File: config.mk
export PLATFORM = sky130hd
export DESIGN_NAME = irq_and_reset_cause_flags
export DESIGN_NICKNAME = d
export VERILOG_FILES = /design/src/common/irq_cause_pkg.sv /design/src/rtl/irq_and_reset_cause_flags.sv
export SDC_FILE = /design/constraint.sdc
export NUM_CORES = 1
export LEC_CHECK = 0
export ABC_AREA = 1
export BUFFER_PORTS_ARGS = -buffer_cell sky130_fd_sc_hd__buf_4
export CAP_MARGIN = 20
export CORE_MARGIN = 2
export CORE_UTILIZATION = 37
export CTS_BUF_LIST = sky130_fd_sc_hd__clkbuf_16
export DETAILED_ROUTE_END_ITERATION = 6
export PLACE_DENSITY = 0.74
export SYNTH_ARGS = -nofsm -noshare
export SYNTH_HDL_FRONTEND = slang
export SYNTH_SLANG_ARGS = --single-unit
File: constraint.sdc
create_clock -name pclk -period 2.4 [get_ports pclk]
set_clock_uncertainty 0.05 [all_clocks]
set_input_delay 0.24 -clock pclk [delete_from_list [all_inputs] [get_ports pclk]]
set_output_delay 0.24 -clock pclk [all_outputs]
set_load 0.05 [all_outputs]
File: src/common/irq_cause_pkg.sv
package irq_cause_pkg;

    // register byte offsets on the apb bus
    localparam logic [7:0] OFS_FLAG   = 8'h00;
    localparam logic [7:0] OFS_MASK   = 8'h04;
    localparam logic [7:0] OFS_STATUS = 8'h08;
    localparam logic [7:0] OFS_PORT   = 8'h0C;
    localparam logic [7:0] OFS_CONFIG = 8'h10;

    // interrupt flag and mask bit positions
    localparam int BIT_TICK = 0;
    localparam int BIT_PCHG = 1;
    localparam int BIT_EXT  = 2;

    // reset and wake cause bit positions in the status register
    localparam int BIT_PD       = 3;
    localparam int BIT_WDT      = 4;
    localparam int BIT_PIN_WAKE = 7;

    // config register: port direction in low bits, external pin function above
    localparam int BIT_EXT_FN = 8;

    localparam int PORT_W = 8;

    // fetch addresses handed to the core
    localparam logic [9:0] VEC_IRQ  = 10'h008;
    localparam logic [9:0] VEC_TRAP = 10'h001;

    // reset values
    localparam logic [2:0]        FLAG_RST = 3'h0;
    localparam logic [2:0]        MASK_RST = 3'h0;
    localparam logic [PORT_W-1:0] DIR_RST  = 8'hFF;

    typedef enum logic [1:0] {
        ST_RUN   = 2'b01,
        ST_SLEEP = 2'b10
    } run_st_e;

    // one-cycle strobes from the core's instruction decoder
    typedef struct packed {
        logic watchdog_clear_instr;
        logic sleep_instr;
        logic global_irq_on_instr;
        logic global_irq_off_instr;
        logic return_from_isr_instr;
        logic trap_instr;
    } instr_s;

    // vector request towards the core's fetch unit
    typedef struct packed {
        logic       valid;
        logic [9:0] addr;
    } vector_s;

    typedef struct packed {
        run_st_e           st;
        logic              gie;
        logic [2:0]        irq_flag_reg;
        logic [2:0]        irq_mask_reg;
        logic              pin_wake;
        logic              wdt_flag;
        logic              pd_flag;
        logic [PORT_W-1:0] ref_val;
        logic [PORT_W-1:0] dir;
        logic              ext_fn;
        logic              ext_q;
        logic              rpin_q;
        logic              core_rst;
        vector_s           vec;
        logic              wake_cont;
        logic [31:0]       rdata;
    } state_s;

    localparam state_s STATE_RST = '{
        st:           ST_RUN,
        gie:          1'b0,
        irq_flag_reg: FLAG_RST,
        irq_mask_reg: MASK_RST,
        pin_wake:     1'b0,
        wdt_flag:     1'b1,
        pd_flag:      1'b1,
        ref_val:      8'h00,
        dir:          DIR_RST,
        ext_fn:       1'b0,
        ext_q:        1'b1,
        rpin_q:       1'b1,
        core_rst:     1'b0,
        vec:          '{valid: 1'b0, addr: 10'h000},
        wake_cont:    1'b0,
        rdata:        32'h0000_0000
    };

endpackage

File: src/rtl/irq_and_reset_cause_flags.sv
// Contract
// - reset on power-up, completed reset-pin low pulse, or watchdog expiry.
// - power-on reset: pin-wake 0, watchdog flag 1, power-down flag 1.
// - pin reset while running: pin-wake 0, other two flags kept.
// - pin reset waking from sleep: pin-wake 0, watchdog 1, power-down 0.
// - watchdog expiry running: pin-wake 0, watchdog 0, power-down kept.
// - watchdog expiry waking from sleep: all three cause flags 0.
// - port-change wake: pin-wake 1, watchdog 1, power-down 0.
// - watchdog-clear instruction sets watchdog and power-down flags, pin-wake kept.
// - sleep instruction: watchdog flag 1, power-down 0, pin-wake kept.
// - three interrupt sources: tick overflow, port change, external pin fall.
// - only input pins, excluding the external-interrupt pin, raise port change.
// - port-change wake continues inline if interrupts off, else vectors 008H.
// - requests held in flag register, masked per source, gated globally.
// - enabled interrupt makes the core fetch from 008H.
// - tick and external flags set regardless of mask; port-change not.
// - flag register reads as flags AND mask.
// - return-from-isr re-enables global interrupts like the enable instruction.
// - trap instruction while enabled makes the core fetch from 001H.
// - any reset clears bits 0 to 2 of flag and mask registers.
//
// The placing of the registers and register access over APB were chosen for this implementation.
`timescale 1ns/1ps
`default_nettype none

module irq_and_reset_cause_flags (
    input  wire logic                              pclk,
    input  wire logic                              presetn,
    input  wire logic                              psel,
    input  wire logic                              penable,
    input  wire logic                              pwrite,
    input  wire logic [7:0]                        paddr,
    input  wire logic [31:0]                       pwdata,
    output logic [31:0]                            prdata,
    output logic                                   pready,
    output logic                                   pslverr,
    input  wire irq_cause_pkg::instr_s             instr,
    input  wire logic                              tick_overflow,
    input  wire logic                              ext_irq_pin,
    input  wire logic [irq_cause_pkg::PORT_W-1:0]  port_in,
    input  wire logic                              reset_pin_n,
    input  wire logic                              watchdog_expiry,
    output logic                                   core_reset,
    output logic                                   irq_request,
    output irq_cause_pkg::vector_s                 vector,
    output logic                                   wake_continue,
    output logic                                   asleep
);
    import irq_cause_pkg::*;

    state_s            s_r;
    state_s            s_nxt;
    logic              acc;
    logic              setup;
    logic              hit;
    logic [PORT_W-1:0] watch;
    logic              port_change;
    logic              ext_fall;
    logic              pin_rst;
    logic [2:0]        set_ev;
    logic [2:0]        pending;

    assign acc     = psel & penable;
    assign setup   = psel & ~penable;
    assign hit     = (paddr == OFS_FLAG) || (paddr == OFS_MASK) || (paddr == OFS_STATUS)
                     || (paddr == OFS_PORT) || (paddr == OFS_CONFIG);

    // event sources: pins left as outputs and the external-interrupt pin never count
    assign watch       = s_r.dir & ~{{(PORT_W-1){1'b0}}, s_r.ext_fn};
    assign port_change = |((port_in ^ s_r.ref_val) & watch);
    assign ext_fall    = s_r.ext_fn & s_r.ext_q & ~ext_irq_pin;
    // reset pin acts on the rising edge that ends its low pulse
    assign pin_rst     = reset_pin_n & ~s_r.rpin_q;

    // port change only latches while its mask bit is on, unlike the other two
    assign set_ev[BIT_TICK] = tick_overflow;
    assign set_ev[BIT_EXT]  = ext_fall;
    assign set_ev[BIT_PCHG] = port_change & s_r.irq_mask_reg[BIT_PCHG];

    assign pending = s_r.irq_flag_reg & s_r.irq_mask_reg;

    // bus answers in the access cycle, read data was captured at setup
    assign pready  = 1'b1;
    assign pslverr = acc & ~hit;
    assign prdata  = s_r.rdata;

    // request held off in sleep; the wake path hands over to it one cycle later
    assign irq_request   = s_r.gie & (|pending) & (s_r.st == ST_RUN);
    assign core_reset    = s_r.core_rst;
    assign vector        = s_r.vec;
    assign wake_continue = s_r.wake_cont;
    assign asleep        = (s_r.st == ST_SLEEP);

    // next-state logic; later assignments take priority, resets last of all
    always_comb begin
        s_nxt           = s_r;
        s_nxt.core_rst  = 1'b0;
        s_nxt.vec.valid = 1'b0;
        s_nxt.wake_cont = 1'b0;
        s_nxt.ext_q     = ext_irq_pin;
        s_nxt.rpin_q    = reset_pin_n;

        // read data captured in setup so prdata comes straight from a flop
        if (setup && !pwrite) begin
            case (paddr)
                OFS_FLAG:   s_nxt.rdata = {29'h0, pending};
                OFS_MASK:   s_nxt.rdata = {29'h0, s_r.irq_mask_reg};
                OFS_STATUS: s_nxt.rdata = {24'h0, s_r.pin_wake, 2'b00, s_r.wdt_flag, s_r.pd_flag, 3'b000};
                OFS_PORT:   s_nxt.rdata = {24'h0, port_in};
                OFS_CONFIG: s_nxt.rdata = {23'h0, s_r.ext_fn, s_r.dir};
                default:    s_nxt.rdata = 32'h0000_0000;
            endcase
        end

        // register writes; reading the port refreshes the change reference
        if (acc && pwrite) begin
            case (paddr)
                OFS_FLAG:   s_nxt.irq_flag_reg = pwdata[2:0];
                OFS_MASK:   s_nxt.irq_mask_reg = pwdata[2:0];
                OFS_CONFIG: begin
                    s_nxt.dir    = pwdata[PORT_W-1:0];
                    s_nxt.ext_fn = pwdata[BIT_EXT_FN];
                end
                default: ;
            endcase
        end
        if (acc && !pwrite && paddr == OFS_PORT) begin
            s_nxt.ref_val = port_in;
        end

        // a hardware event beats a software clear in the same cycle
        s_nxt.irq_flag_reg = s_nxt.irq_flag_reg | set_ev;

        case (s_r.st)
            ST_RUN: begin
                if (instr.watchdog_clear_instr) begin
                    s_nxt.wdt_flag = 1'b1;
                    s_nxt.pd_flag  = 1'b1;
                end
                if (instr.global_irq_on_instr || instr.return_from_isr_instr) begin
                    s_nxt.gie = 1'b1;
                end
                if (instr.global_irq_off_instr) begin
                    s_nxt.gie = 1'b0;
                end
                // trap outranks a pending request; both drop the global enable
                if (instr.trap_instr && s_r.gie) begin
                    s_nxt.vec = '{valid: 1'b1, addr: VEC_TRAP};
                    s_nxt.gie = 1'b0;
                end else if (irq_request) begin
                    s_nxt.vec = '{valid: 1'b1, addr: VEC_IRQ};
                    s_nxt.gie = 1'b0;
                end
                if (instr.sleep_instr) begin
                    s_nxt.wdt_flag = 1'b1;
                    s_nxt.pd_flag  = 1'b0;
                    s_nxt.st       = ST_SLEEP;
                end
            end
            ST_SLEEP: begin
                // only a masked-in port change wakes without a reset
                if (set_ev[BIT_PCHG]) begin
                    s_nxt.pin_wake  = 1'b1;
                    s_nxt.wdt_flag  = 1'b1;
                    s_nxt.pd_flag   = 1'b0;
                    s_nxt.st        = ST_RUN;
                    s_nxt.wake_cont = ~s_r.gie;
                end
            end
            default: s_nxt.st = ST_RUN;
        endcase

        // watchdog expiry resets the core; sleeping also clears power-down
        if (watchdog_expiry) begin
            s_nxt.pin_wake = 1'b0;
            s_nxt.wdt_flag = 1'b0;
            if (s_r.st == ST_SLEEP) begin
                s_nxt.pd_flag = 1'b0;
            end
        end
        // pin reset wins over a watchdog expiry in the same cycle only in sleep; running, the watchdog flag still clears
        if (pin_rst) begin
            s_nxt.pin_wake = 1'b0;
            if (s_r.st == ST_SLEEP) begin
                s_nxt.wdt_flag = 1'b1;
                s_nxt.pd_flag  = 1'b0;
            end else begin
                s_nxt.wdt_flag = watchdog_expiry ? 1'b0 : s_r.wdt_flag;
            end
        end
        if (pin_rst || watchdog_expiry) begin
            s_nxt.irq_flag_reg = FLAG_RST;
            s_nxt.irq_mask_reg = MASK_RST;
            s_nxt.gie          = 1'b0;
            s_nxt.st           = ST_RUN;
            s_nxt.dir          = DIR_RST;
            s_nxt.ext_fn       = 1'b0;
            s_nxt.vec.valid    = 1'b0;
            s_nxt.wake_cont    = 1'b0;
            s_nxt.core_rst     = 1'b1;
        end
    end

    // power-on: async clear to the cause pattern of a fresh start
    always_ff @(posedge pclk or negedge presetn) begin
        if (!presetn) begin
            s_r <= STATE_RST;
        end else begin
            s_r <= s_nxt;
        end
    end

endmodule // irq_and_reset_cause_flags

`default_nettype wire

-- After elaboration in Yosys (flattened, before gate mapping)
Cells that the tools add are included.
- register bits after elaboration: 76
- input port bits: 63
- word-level logic and storage cells: 113
- output and inout port bits: 49
- equal/unequal tests: 11
- reductions and logical operators: 31
- mux-type cells: 34
- bitwise gates (word level): 20
- operators by type and width (kind ; number):
    case mux 9 bit (5 select lines) ; 1
    two-way mux 9 bit ; 4
    two-way mux 11 bit ; 3
    bitwise AND 8 bit ; 2
    == test 8 x 4 -> 1 bit, second input constant ; 2
    two-way mux 3 bit ; 5
    two-way mux 1 bit ; 13
    AND reduction 2 bit ; 6
    two-way mux 2 bit ; 5
    nonzero test 2 bit ; 5
    bitwise AND 1 bit ; 9
    nonzero test 3 bit ; 3
    == test 8 x 3 -> 1 bit, second input constant ; 1
    == test 8 x 5 -> 1 bit, second input constant ; 1
    zero test 8 bit ; 1
    NOT 1 -> 8 bit ; 1
    case mux 2 bit (2 select lines) ; 2
    OR reduction 8 bit ; 1
    XOR 8 bit ; 1
    logical OR 1 bit ; 6
    two-way mux 6 bit ; 1
    logical AND 1 bit ; 5
    inequality test 5 bit, second input constant ; 1
    NOT 1 bit ; 5
    other kinds (12) ; 12

-- Longest topological paths before layout
Gate-level depths: netlist of run 1.
- depth in word-level cells: 11
- depth in mapped cells: 12
- gate-level depth less buffers: 12

-- Least setup slack after synthesis of run 1
OpenSTA, ideal clock, no wires.
- path kind: register to register
- start point: register s_r[74] in the netlist's numbering
- end point: register s_r[65] in the netlist's numbering
- slack: 0.739 ns
- cell stages (with the launch flop): 10
- clock period less this slack: 1.661 ns
- setup time: 0.075 ns
- buffers on the path: 0
- arrival: 1.535 ns
- required time: 2.275 ns
- cell sequence: dfstp_2 > inv_1 > ha_1 > inv_1 > o21ai_0 > o22a_1 > nand2_1 > inv_1 > nand2_1 > nand2_1
- cells in the longest elaborated chain, start to end: 4
- elaborated cells between the ends (all ways): 11
- classes of those cells: eq/ne (5); mux (4); reduce/logical (2)
- RTL lines (what ; RTL line ; RTL):
    from (decl) ; irq_and_reset_cause_flags.sv:51 ; state_s s_r;
    from (signal assigned) ; irq_and_reset_cause_flags.sv:209 ; s_r <= s_nxt;
    == test 2 bit (*) ; - ;
    via asleep ; irq_and_reset_cause_flags.sv:47 ; output logic asleep
    case mux 2 bit (2 select lines) ; irq_and_reset_cause_flags.sv:134 ; case (s_r.st)
    two-way mux 3 bit ; irq_and_reset_cause_flags.sv:174 ; if (watchdog_expiry) begin
    two-way mux 3 bit ; irq_and_reset_cause_flags.sv:182 ; if (pin_rst) begin
The timed path passes the listed nets; every way through them passes the cells marked *.
A chain may end at the register's enable or synchronous reset.

-- Final worst setup path of run 1
- start point: register s_r[74] in the netlist's numbering
- end point: output irq_request
- cells in the longest elaborated chain, start to end: 2
- RTL lines (what ; RTL line ; RTL):
    == test 2 x 1 -> 1 bit ; irq_and_reset_cause_flags.sv:88 ; assign irq_request = s_r.gie & (|pending) & (s_r.st == ST_RUN);
    bitwise AND 1 bit ; irq_and_reset_cause_flags.sv:88 ;
    to (decl) ; irq_and_reset_cause_flags.sv:44 ; output logic irq_request,
Every way passes these cells.

==> reports/qor.txt, run 1 <==
VDD IR max: 399 uV
Cell depth of the worst min-delay path: 1
Fmax: 0.530 GHz
Cell count after placement: 485
Fin area: 3170 um^2
Pwr/cell area: 663 nW/um^2
Global route overflow: 0
Number of synthesized flops with an enable pin: 0
Post-route antenna net violation count: 0
Pre-antenna DRT Iters: 4
Layout Nets: 459
Inserted Clock Buffers: 5
Most used DFF post-synth: dfrtp_1
Vias: 2267
Starting Density: 0.378
GRT Overall Usage: 0.160
Post-route DRC: 0
H-tree levels: 2
FF+latch area: 1140 um^2
Ys async rst share: 1.00
Synth Instances: 348
Static leakage: 1.64 nW
CTS root buffer: clkbuf_16
Yosys Warn Count: 0
Die Span Y: 89.6 um
Max Slew Vio Count: 0
CP required: 2110 ps
Sequential-to-total area share from yosys stat: 0.422
Post-synthesis register bit count: 45
Maxcap violations: 0
Core Region: 7180 um^2
RSZ-0062 raised after global routing: false
CP startpoint: s_r[74]
Post-layout minimum cycle time: 1890 ps
Critical path class: flip-flop to output pin
Iter 0 DRT Violations: 182
Synth cell types: 32
FP Rows: 31
Final Cycle Share: 0.787
Multi-input gate area: 1110 um^2
Die W: 89.6 um
Max Buffers Root-to-Sink: 2
Most common cell after layout, fill and taps aside: nand2_1
Post-Place Cell Area: 3000 um^2
Detail Placement HPWL: 4570 um
Setup total negative slack: 0 ps
Io pins: 112
Hold Path Origin: ext_irq_pin
Worst-Margin Slew: 741 ps
Worst-Skew Late Latency: 290 ps
# setup viols final: 0
Total die area: 8030 um^2
Synth Area per Inst: 7.79 um^2
Crit-path max FO: 6
Routed wire length per instance: 12.2 um
Sequential Power Share: 0.416
Worst Path Arrival: 1600 ps
Relative slew slack: 0.506
Via density: 4.59
Vias in the first global route: 2154
Reg2reg path depth: 9
R2r startpoint: s_r[74]
IO buf count: 56
Non-Filler Instances: 494
Switching power: 0.000648 W
Ant. Diodes: 0
CTS sink count: 45
Nature of the critical path startpoint: flip-flop
Power share of the combinational group: 0.220
Most frequent cells in the layout: 83 x nand2_1, 58 x buf_4, 50 x inv_1
First-pass GRT wire length: 9700 um
Clk slew on worst S/H paths: 60 ps
Status: finished clean
Antenna violations before repair: 0
Routability cong.: 0.795
Sw frac: 0.308
Pint: 0.00146 W
Share of layout cells above drive strength 1: 0.243
HP Class: primary input to flip-flop
Fill count: 751
Routed WL: 6040 um
Clk network pwr share: 0.363
Mapped Area: 2710 um^2
Final-report hold violation count: 0
Largest net degree at the start of global routing: 46
CTS tree: yes
Crit end category: output pin
Area grow syn2layout: 17.1%
[cells by family after synthesis]
family          synth area share
simple gates               0.216
buf+inv                    0.211
compound gates             0.140
flops                      0.422
fa+ha+maj                0.00923
other cells              0.00277
[sequential cells by signal (all words and copies together) (netlist names)]
register and cells:
prdata 9, s_r 31, vector 3, core_reset 1
wake_continue 1
[metal layers]
metal / GRT usage / part of all wire / vias up
met1: 0.201 / 0.43 / 1055
li1: - / - / 1121
met4: 0.0651 / 0.018 / 0
met2: 0.266 / 0.49 / 80
met3: 0.0347 / 0.066 / 11
met5: 0 / 0 / -
[per-stage QoR]
step	hold slack [ps]	worst slack (ps)	utilization	power, W
after floorplan	-106	739	-	0.00126
after global placement	226	510	0.418	0.00134
after detailed placement	227	482	0.418	0.00135
after CTS	11.3	508	0.442	0.00212
after global routing	10.8	446	0.442	0.00222
final	15.7	512	0.442	0.00211
[path summary, 6_finish.rpt]
path	slack, ps	endpoint
setup / recovery	510	irq_request
hold / removal	20	s_r[46]
setup reg to reg	690	s_r[65]
hold reg to reg	430	s_r[74]
max in group asynchronous	1470	s_r[46]
min in group asynchronous	440	prdata[5]
[timing repair]
action	in CTS	in global routing
resized for setup	0	0
endpoints found under the setup margin	0	0
hold buffers	1	0
setup buffers	0	0
endpoints found under the hold margin	32	0
[cells in the mapped netlist (3+ instances only)]
cell type / number / area (um^2)
a21oi_1: 8 / 40.0
a31oi_1: 3 / 18.8
buf_4: 45 / 338
clkbuf_1: 3 / 11.3
dfrtp_1: 32 / 801
dfstp_2: 13 / 342
inv_1: 49 / 184
nand2_1: 83 / 312
nand2_2: 4 / 25.0
nand3_1: 19 / 95.1
nor2_1: 17 / 63.8
nor2_2: 3 / 18.8
o21ai_0: 30 / 150
o21ai_2: 8 / 70.1
o22ai_1: 9 / 56.3
[worst max-delay path, cell delays in order, from the launching register on]
cell and delay, ps:
dfstp_2 540, ha_1 260, nand3_1 220, inv_1 100, buf_4 190
[layout make-up]
cell class / instances / area share
well taps: 99 / 0.0390
clock inverters: 3 / 0.0118
inverters: 51 / 0.0603
flip-flops and latches: 45 / 0.360
repair buffers: 59 / 0.140
clock buffers: 5 / 0.0394
multi-input cells: 232 / 0.349
[power by group through the flow]
stage | sequential [W] | clock, W | combinational, W
6_report | 0.000877 | 0.000765 | 0.000464
5_1_grt | 0.000882 | 0.000816 | 0.000516
4_1_cts | 0.000877 | 0.000780 | 0.000467
3_5_place_dp | 0.000889 | 0 | 0.000463
2_1_floorplan | 0.000879 | 0 | 0.000381
3_3_place_gp | 0.000885 | 0 | 0.000454
No activity file was read; power rests on OpenSTA's default activity.
==> run 2: changes to the inputs <==
ABC_AREA = 0   (was 1)
clock period = 1.85 ns   (was 2.4 ns; I/O delays follow)
==> run 2 against run 1 <==
Compared with the run above:
- critical path depth rose by 1
- routed wire length fell by 5.5%
- final area rose by 3.7%
- combinational power rose by 4%
- clock-buffer cell count did not move
- global-route usage fell by 0.77 points
- critical endpoint is now s_r[65]
- largest cell class is now multi-input gates
- largest power group unchanged
- highest routed layer unchanged
==> reports/qor.txt, run 2 <==
Status: finished clean
Fill count: 665 (-11%)
Worst Path Arrival: 1990 ps (+390 ps)
CP required: 2010 ps (-100 ps)
Synth cell types: 43 (+34%)
Fin worst setup slack: 18.6 ps (-493 ps)
Reg2reg path depth: 5 (-4)
Non-Filler Instances: 420 (-15%)
Cell count after placement: 408 (-16%)
GRT Overall Usage: 0.152 (-0.00772)
Via density: 4.76 (+3.7%)
Synth Instances: 265 (-24%)
Mapped Area: 2660 um^2 (-1.9%)
Synth cell count leaders: 44 x buf_4, 32 x dfrtp_1, 23 x nand2_1
Routability cong.: 0.786 (-1.2%)
Final Cycle Share: 0.990
Top-count cell post-synth: buf_4
Hold Worst Slack: 83.8 ps (+68.0 ps)
Global route overflow: 0 (unchanged)
FP Rows: 30 (-3.2%)
Sequential-to-total area share from yosys stat: 0.430 (+0.00834)
Static leakage: 1.55 nW (-6.0%)
Synth top area share: 0.301 (+0.00584)
Pre-antenna DRT Iters: 4 (unchanged)
Ant. Diodes: 0 (unchanged)
Top reg by flops: s_r
Hold endpoint: s_r[52]
Die Span Y: 88.8 um (-0.93%)
Most common cell after layout, fill and taps aside: buf_4
Die W: 88.8 um (-0.93%)
Layout Nets: 388 (-15%)
Io pins: 112 (unchanged)
Reg2reg end: s_r[65]
Max reg flops: 31 (unchanged)
Post-layout minimum cycle time: 1830 ps
Routed WL: 5710 um (-5.5%)
CTS tree: yes
Synth Area per Inst: 10.0 um^2 (+29%)
CP max stage delay: 470 ps (-70 ps)
Hold Path Origin: pwdata[4]
Crit end category: flip-flop
Most frequent cells in the layout: 66 x buf_4, 32 x conb_1, 32 x dfrtp_1
Crit-path max FO: 2 (-4)
Multi-input gate area: 1260 um^2 (+14%)
Most used DFF post-synth: dfrtp_1
Largest net degree at the start of global routing: 46 (unchanged)
Starting Density: 0.387 (+0.00920)
RSZ-0062 raised after global routing: true
Vias in the first global route: 1897 (-12%)
FF+latch area: 1140 um^2 (unchanged)
Share of layout cells above drive strength 1: 0.346 (+0.103)
Final core utilization: 0.479 (+0.0369)
Post-route antenna net violation count: 0 (unchanged)
Relative slew slack: 0.626 (+0.120)
Worst path cell trace: xor2_1, a32o_2, o41a_1, o311ai_2, mux2_4
R2r startpoint: s_r[56]
Total die area: 7880 um^2 (-1.9%)
Ys async rst share: 1.00 (unchanged)
# setup viols final: 0 (unchanged)
Vias: 1998 (-12%)
CTS sink count: 45 (unchanged)
Routed wire length per instance: 13.6 um (+11%)
Yosys top cell by area: dfrtp_1
Critical-path top delay cell: o41a_1
Top cells by area, synth: dfrtp_1 30%, dfstp_2 13%, buf_4 12%
Antenna violations before repair: 0 (unchanged)
R2r setup slk: 20 ps (-670 ps)
HP Class: primary input to flip-flop
Pwr/cell area: 760 nW/um^2 (+15%)
Yosys Warn Count: 0 (unchanged)
DP Worst Slack: -67.0 ps (-549 ps)
VDD IR max: 381 uV (-4.5%)
Setup total negative slack: 0 ps (unchanged)
Inserted Clock Buffers: 5 (unchanged)
Nature of the critical path startpoint: flip-flop
Clk slew on worst S/H paths: 60 ps (about the same)
Max Slew Vio Count: 0 (unchanged)
Max Buffers Root-to-Sink: 2 (unchanged)
Area grow syn2layout: 23.9%
Final-report hold violation count: 0 (unchanged)
H-tree levels: 2 (unchanged)
Cell depth of the worst min-delay path: 3 (+2)
Fmax: 0.546 GHz
Iter 0 DRT Violations: 83 (-54%)
Worst-Margin Slew: 561 ps (-181 ps)
Post-synthesis register bit count: 45 (unchanged)
CTS root buffer: clkbuf_16
Detail Placement HPWL: 4500 um (-1.5%)
IO buf count: 56 (unchanged)
Critical path class: flip-flop to flip-flop
Maxcap violations: 0 (unchanged)
Worst-Skew Late Latency: 280 ps (about the same)
First-pass GRT wire length: 9220 um (-5.0%)
Core Region: 6870 um^2 (-4.3%)
Number of synthesized flops with an enable pin: 0 (unchanged)
Post-route DRC: 0 (unchanged)
## run 2: final cells by class
type	count	area share
Clock buffer	5	0.0380
Tap cell	96	0.0365
Multi-Input combinational cell	189	0.382
Inverter	11	0.0125
Clock inverter	3	0.0118
Sequential cell	45	0.347
Timing Repair Buffer	71	0.172
## run 2: worst max path at each step
| stage | cells after the start | endpoint | slack (ps) | start |
|---|---|---|---|---|
| 2_1_floorplan | 6 | s_r[65] | 6 | s_r[74] |
| 3_3_place_gp | 5 | s_r[65] | -30 | s_r[56] |
| 3_5_place_dp | 5 | s_r[65] | -70 | s_r[56] |
| 4_1_cts | 5 | s_r[75] | 2 | s_r[56] |
| 5_1_grt | 5 | s_r[65] | -30 | s_r[56] |
| 6_report | 5 | s_r[65] | 20 | s_r[56] |
## run 2: where the power goes
part | internal (W) | switching, W
registers | 0.00102 | 0.0000222
logic | 0.000153 | 0.000330
clock network | 0.000629 | 0.000344
total | 0.00181 | 0.000697
## run 2: metal layers
metal,vias up,track usage,wire length [um]
met5,-,0,0
met4,0,0.0386,79
met3,6,0.0373,284
met2,57,0.248,2860
met1,971,0.203,2480
li1,964,-,-
## run 2: logic make-up after synthesis
| group | count (synthesis) | synth area share |
|---|---|---|
| AOI/OAI and AO/OA | 52 | 0.136 |
| DFF | 45 | 0.430 |
| other | 2 | 0.00283 |
| xor gates and xnor gates | 8 | 0.0264 |
| buffers and inverters | 61 | 0.149 |
| adders and majority gates | 2 | 0.00941 |
| muxes | 25 | 0.0984 |
| and+or+nand+nor | 70 | 0.148 |
## run 2: timing repair
| item | 4_1_cts | 5_1_grt |
|---|---|---|
| setup endpoints to repair | 2 | 4 |
| buffers inserted | 1 | 0 |
| cloned | 0 | 0 |
| hold endpoints to repair | 34 | 0 |
| pin swaps | 3 | 3 |
| resized for setup | 3 | 5 |
| hold buffers | 3 | 0 |
## run 2: worst max-delay path, delay by kind of cell (launching register included)
| kind | cells | cell delay [ps] |
|---|---|---|
| flip-flops | 1 | 390 |
| XOR/XNOR | 1 | 150 |
| AO/OA/AOI/OAI | 3 | 840 |
| multiplexers | 1 | 330 |
## run 2: stage by stage
step	total power [W]	area, um^2
after floorplan	0.00143	2770
after global placement	0.00152	3070
after detailed placement	0.00153	3070
after CTS	0.00252	3280
after global routing	0.00262	3290
final	0.00250	3290
==> run 3: changes to the inputs <==
ABC_AREA = 1   (was 0)
==> run 3 against run 2 <==
Compared with the run above:
- hold slack worse by 31 ps
- critical endpoint is now irq_request
- highest routed layer unchanged
- critical path type is now flip-flop to output pin
- die area is 1.9% higher
- via count is 12% higher
- non-clock buffer count down 6
==> reports/qor.txt, run 3 (synthesis gave the netlist of run 1 again) <==
Worst-Margin Slew: 581 ps (+20.2 ps)
Pwr/cell area: 843 nW/um^2 (+11%)
Worst Path Arrival: 1500 ps (-490 ps)
Area grow syn2layout: 19.3%
Antenna violations before repair: 0 (unchanged)
Iter 0 DRT Violations: 128 (+54%)
Reg2reg path depth: 9 (+4)
Crit end category: output pin
Vias: 2235 (+12%)
Via density: 4.47 (-6.0%)
Post-CTS setup buffers: 0 (-1)
Die W: 89.6 um (+0.94%)
Post-route DRC: 0 (unchanged)
Switching power: 0.000827 W (+19%)
DR top layer: met4
Share of layout cells above drive strength 1: 0.259 (-0.0863)
Met1 wire length: 2690 um (+8.1%)
Relative slew slack: 0.613 (-0.0134)
Sequential Power Share: 0.418 (about the same)
Routability cong.: 0.838 (+6.6%)
Crit path to: irq_request
Most common cell after layout, fill and taps aside: nand2_1
Clk network pwr share: 0.357 (-0.032)
First-pass GRT wire length: 9690 um (+5.1%)
Clk slew on worst S/H paths: 60 ps (about the same)
Starting Density: 0.378 (-0.00920)
CTS tree: yes
Global route overflow: 0 (unchanged)
CTS root buffer: clkbuf_16
Inserted Clock Buffers: 5 (unchanged)
Setup total negative slack: 0 ps (unchanged)
R2r setup slk: 140 ps (+120 ps)
Total die area: 8030 um^2 (+1.9%)
Reg2reg end: s_r[65]
Final-report hold violation count: 0 (unchanged)
CP required: 1620 ps (-390 ps)
HP Class: primary input to flip-flop
# setup viols final: 0 (unchanged)
Routed wl met2: 2820 um (-1.6%)
Post-route antenna net violation count: 0 (unchanged)
Non-Filler Instances: 500 (+19%)
Io pins: 112 (unchanged)
Static leakage: 1.67 nW (+8.0%)
Sw frac: 0.303 (+0.0249)
VDD IR max: 612 uV (+61%)
Ant. Diodes: 0 (unchanged)
Fmax: 0.578 GHz (+5.8%)
Layout Nets: 465 (+20%)
Critical path class: flip-flop to output pin
CP startpoint: s_r[74]
Worst-Skew Late Latency: 280 ps (about the same)
Max Slew Vio Count: 0 (unchanged)
GRT Overall Usage: 0.158 (+0.00635)
Maxcap violations: 0 (unchanged)
Met3 Routed Length: 317 um (+12%)
IO buf count: 56 (unchanged)
Pint: 0.00190 W (+5.1%)
Largest net degree at the start of global routing: 46 (unchanged)
CTS sink count: 45 (unchanged)
Hold Worst Slack: 52.5 ps (-31.3 ps)
Die Span Y: 89.6 um (+0.94%)
Crit-path max FO: 6 (+4)
H-tree levels: 2 (unchanged)
Pre-antenna DRT Iters: 4 (unchanged)
Cell count after placement: 489 (+20%)
Vias in the first global route: 2133 (+12%)
Core Region: 7180 um^2 (+4.5%)
R2r startpoint: s_r[74]
Status: finished clean
Power share of the combinational group: 0.225 (+0.032)
Routed WL: 5890 um (+3.1%)
Routed wire length per instance: 11.8 um (-13%)
Nature of the critical path startpoint: flip-flop
Detail Placement HPWL: 4610 um (+2.3%)
Top reg by flops: s_r
Max reg flops: 31 (unchanged)
Final Cycle Share: 0.936 (-0.0544)
Max Buffers Root-to-Sink: 2 (unchanged)
Post-layout minimum cycle time: 1730 ps (-101 ps)
RSZ-0062 raised after global routing: false
Most frequent cells in the layout: 83 x nand2_1, 62 x buf_4, 49 x inv_1
FP Rows: 31 (+3.3%)
[run 3: layout make-up]
type	instances	area [um^2]
clock buffers	5	125
well taps	99	124
clock inverters	3	37.5
repair buffers	65	495
flip-flops and latches	45	1140
multi-input cells	232	1120
inverters	51	191
fillers	751	3940
[run 3: metal layers]
layer / GRT usage / vias to the layer above
met2: 0.265 / 72
met1: 0.205 / 1015
met4: 0.0570 / 0
met3: 0.0283 / 7
met5: 0 / -
li1: - / 1141
[run 3: power by group through the flow]
| stage | Sequential [W] | Clock, W | Combinational (W) |
|---|---|---|---|
| floorplan | 0.00114 | 0 | 0.000494 |
| global placement | 0.00115 | 0 | 0.000591 |
| detailed placement | 0.00115 | 0 | 0.000603 |
| CTS | 0.00114 | 0.000998 | 0.000610 |
| global route | 0.00115 | 0.00104 | 0.000680 |
| finish | 0.00114 | 0.000973 | 0.000614 |
[run 3: worst max-delay path, cell delays in order, from the launching register on]
cell and delay, ps:
dfstp_2 550, ha_2 240, nand3_2 150, inv_1 90, buf_4 190
[run 3: worst min path at each step]
stage	from	depth (start not counted)	slack (ps)	endpoint
after CTS	instr[0]	2	50	vector[3]
after global placement	presetn	1	170	prdata[5]
after floorplan	presetn	0	-160	core_reset
final	instr[0]	2	50	vector[3]
after global routing	instr[0]	2	60	vector[3]
after detailed placement	presetn	1	170	prdata[6]
[run 3: through the flow]
step	area [um^2]	utilization	total power [W]	setup WS, ps
finish	3230	0.451	0.00273	119
global route	3230	0.451	0.00287	33.0
CTS	3220	0.449	0.00275	7.41
detailed placement	3030	0.422	0.00176	136
global placement	3030	0.422	0.00174	176
floorplan	2820	-	0.00163	189
[run 3: repair_timing]
action                                  CTS  global route
hold endpoints to repair                 34             0
hold buffers                              3             0
resized for setup                         0             5
endpoints found under the setup margin    0            13
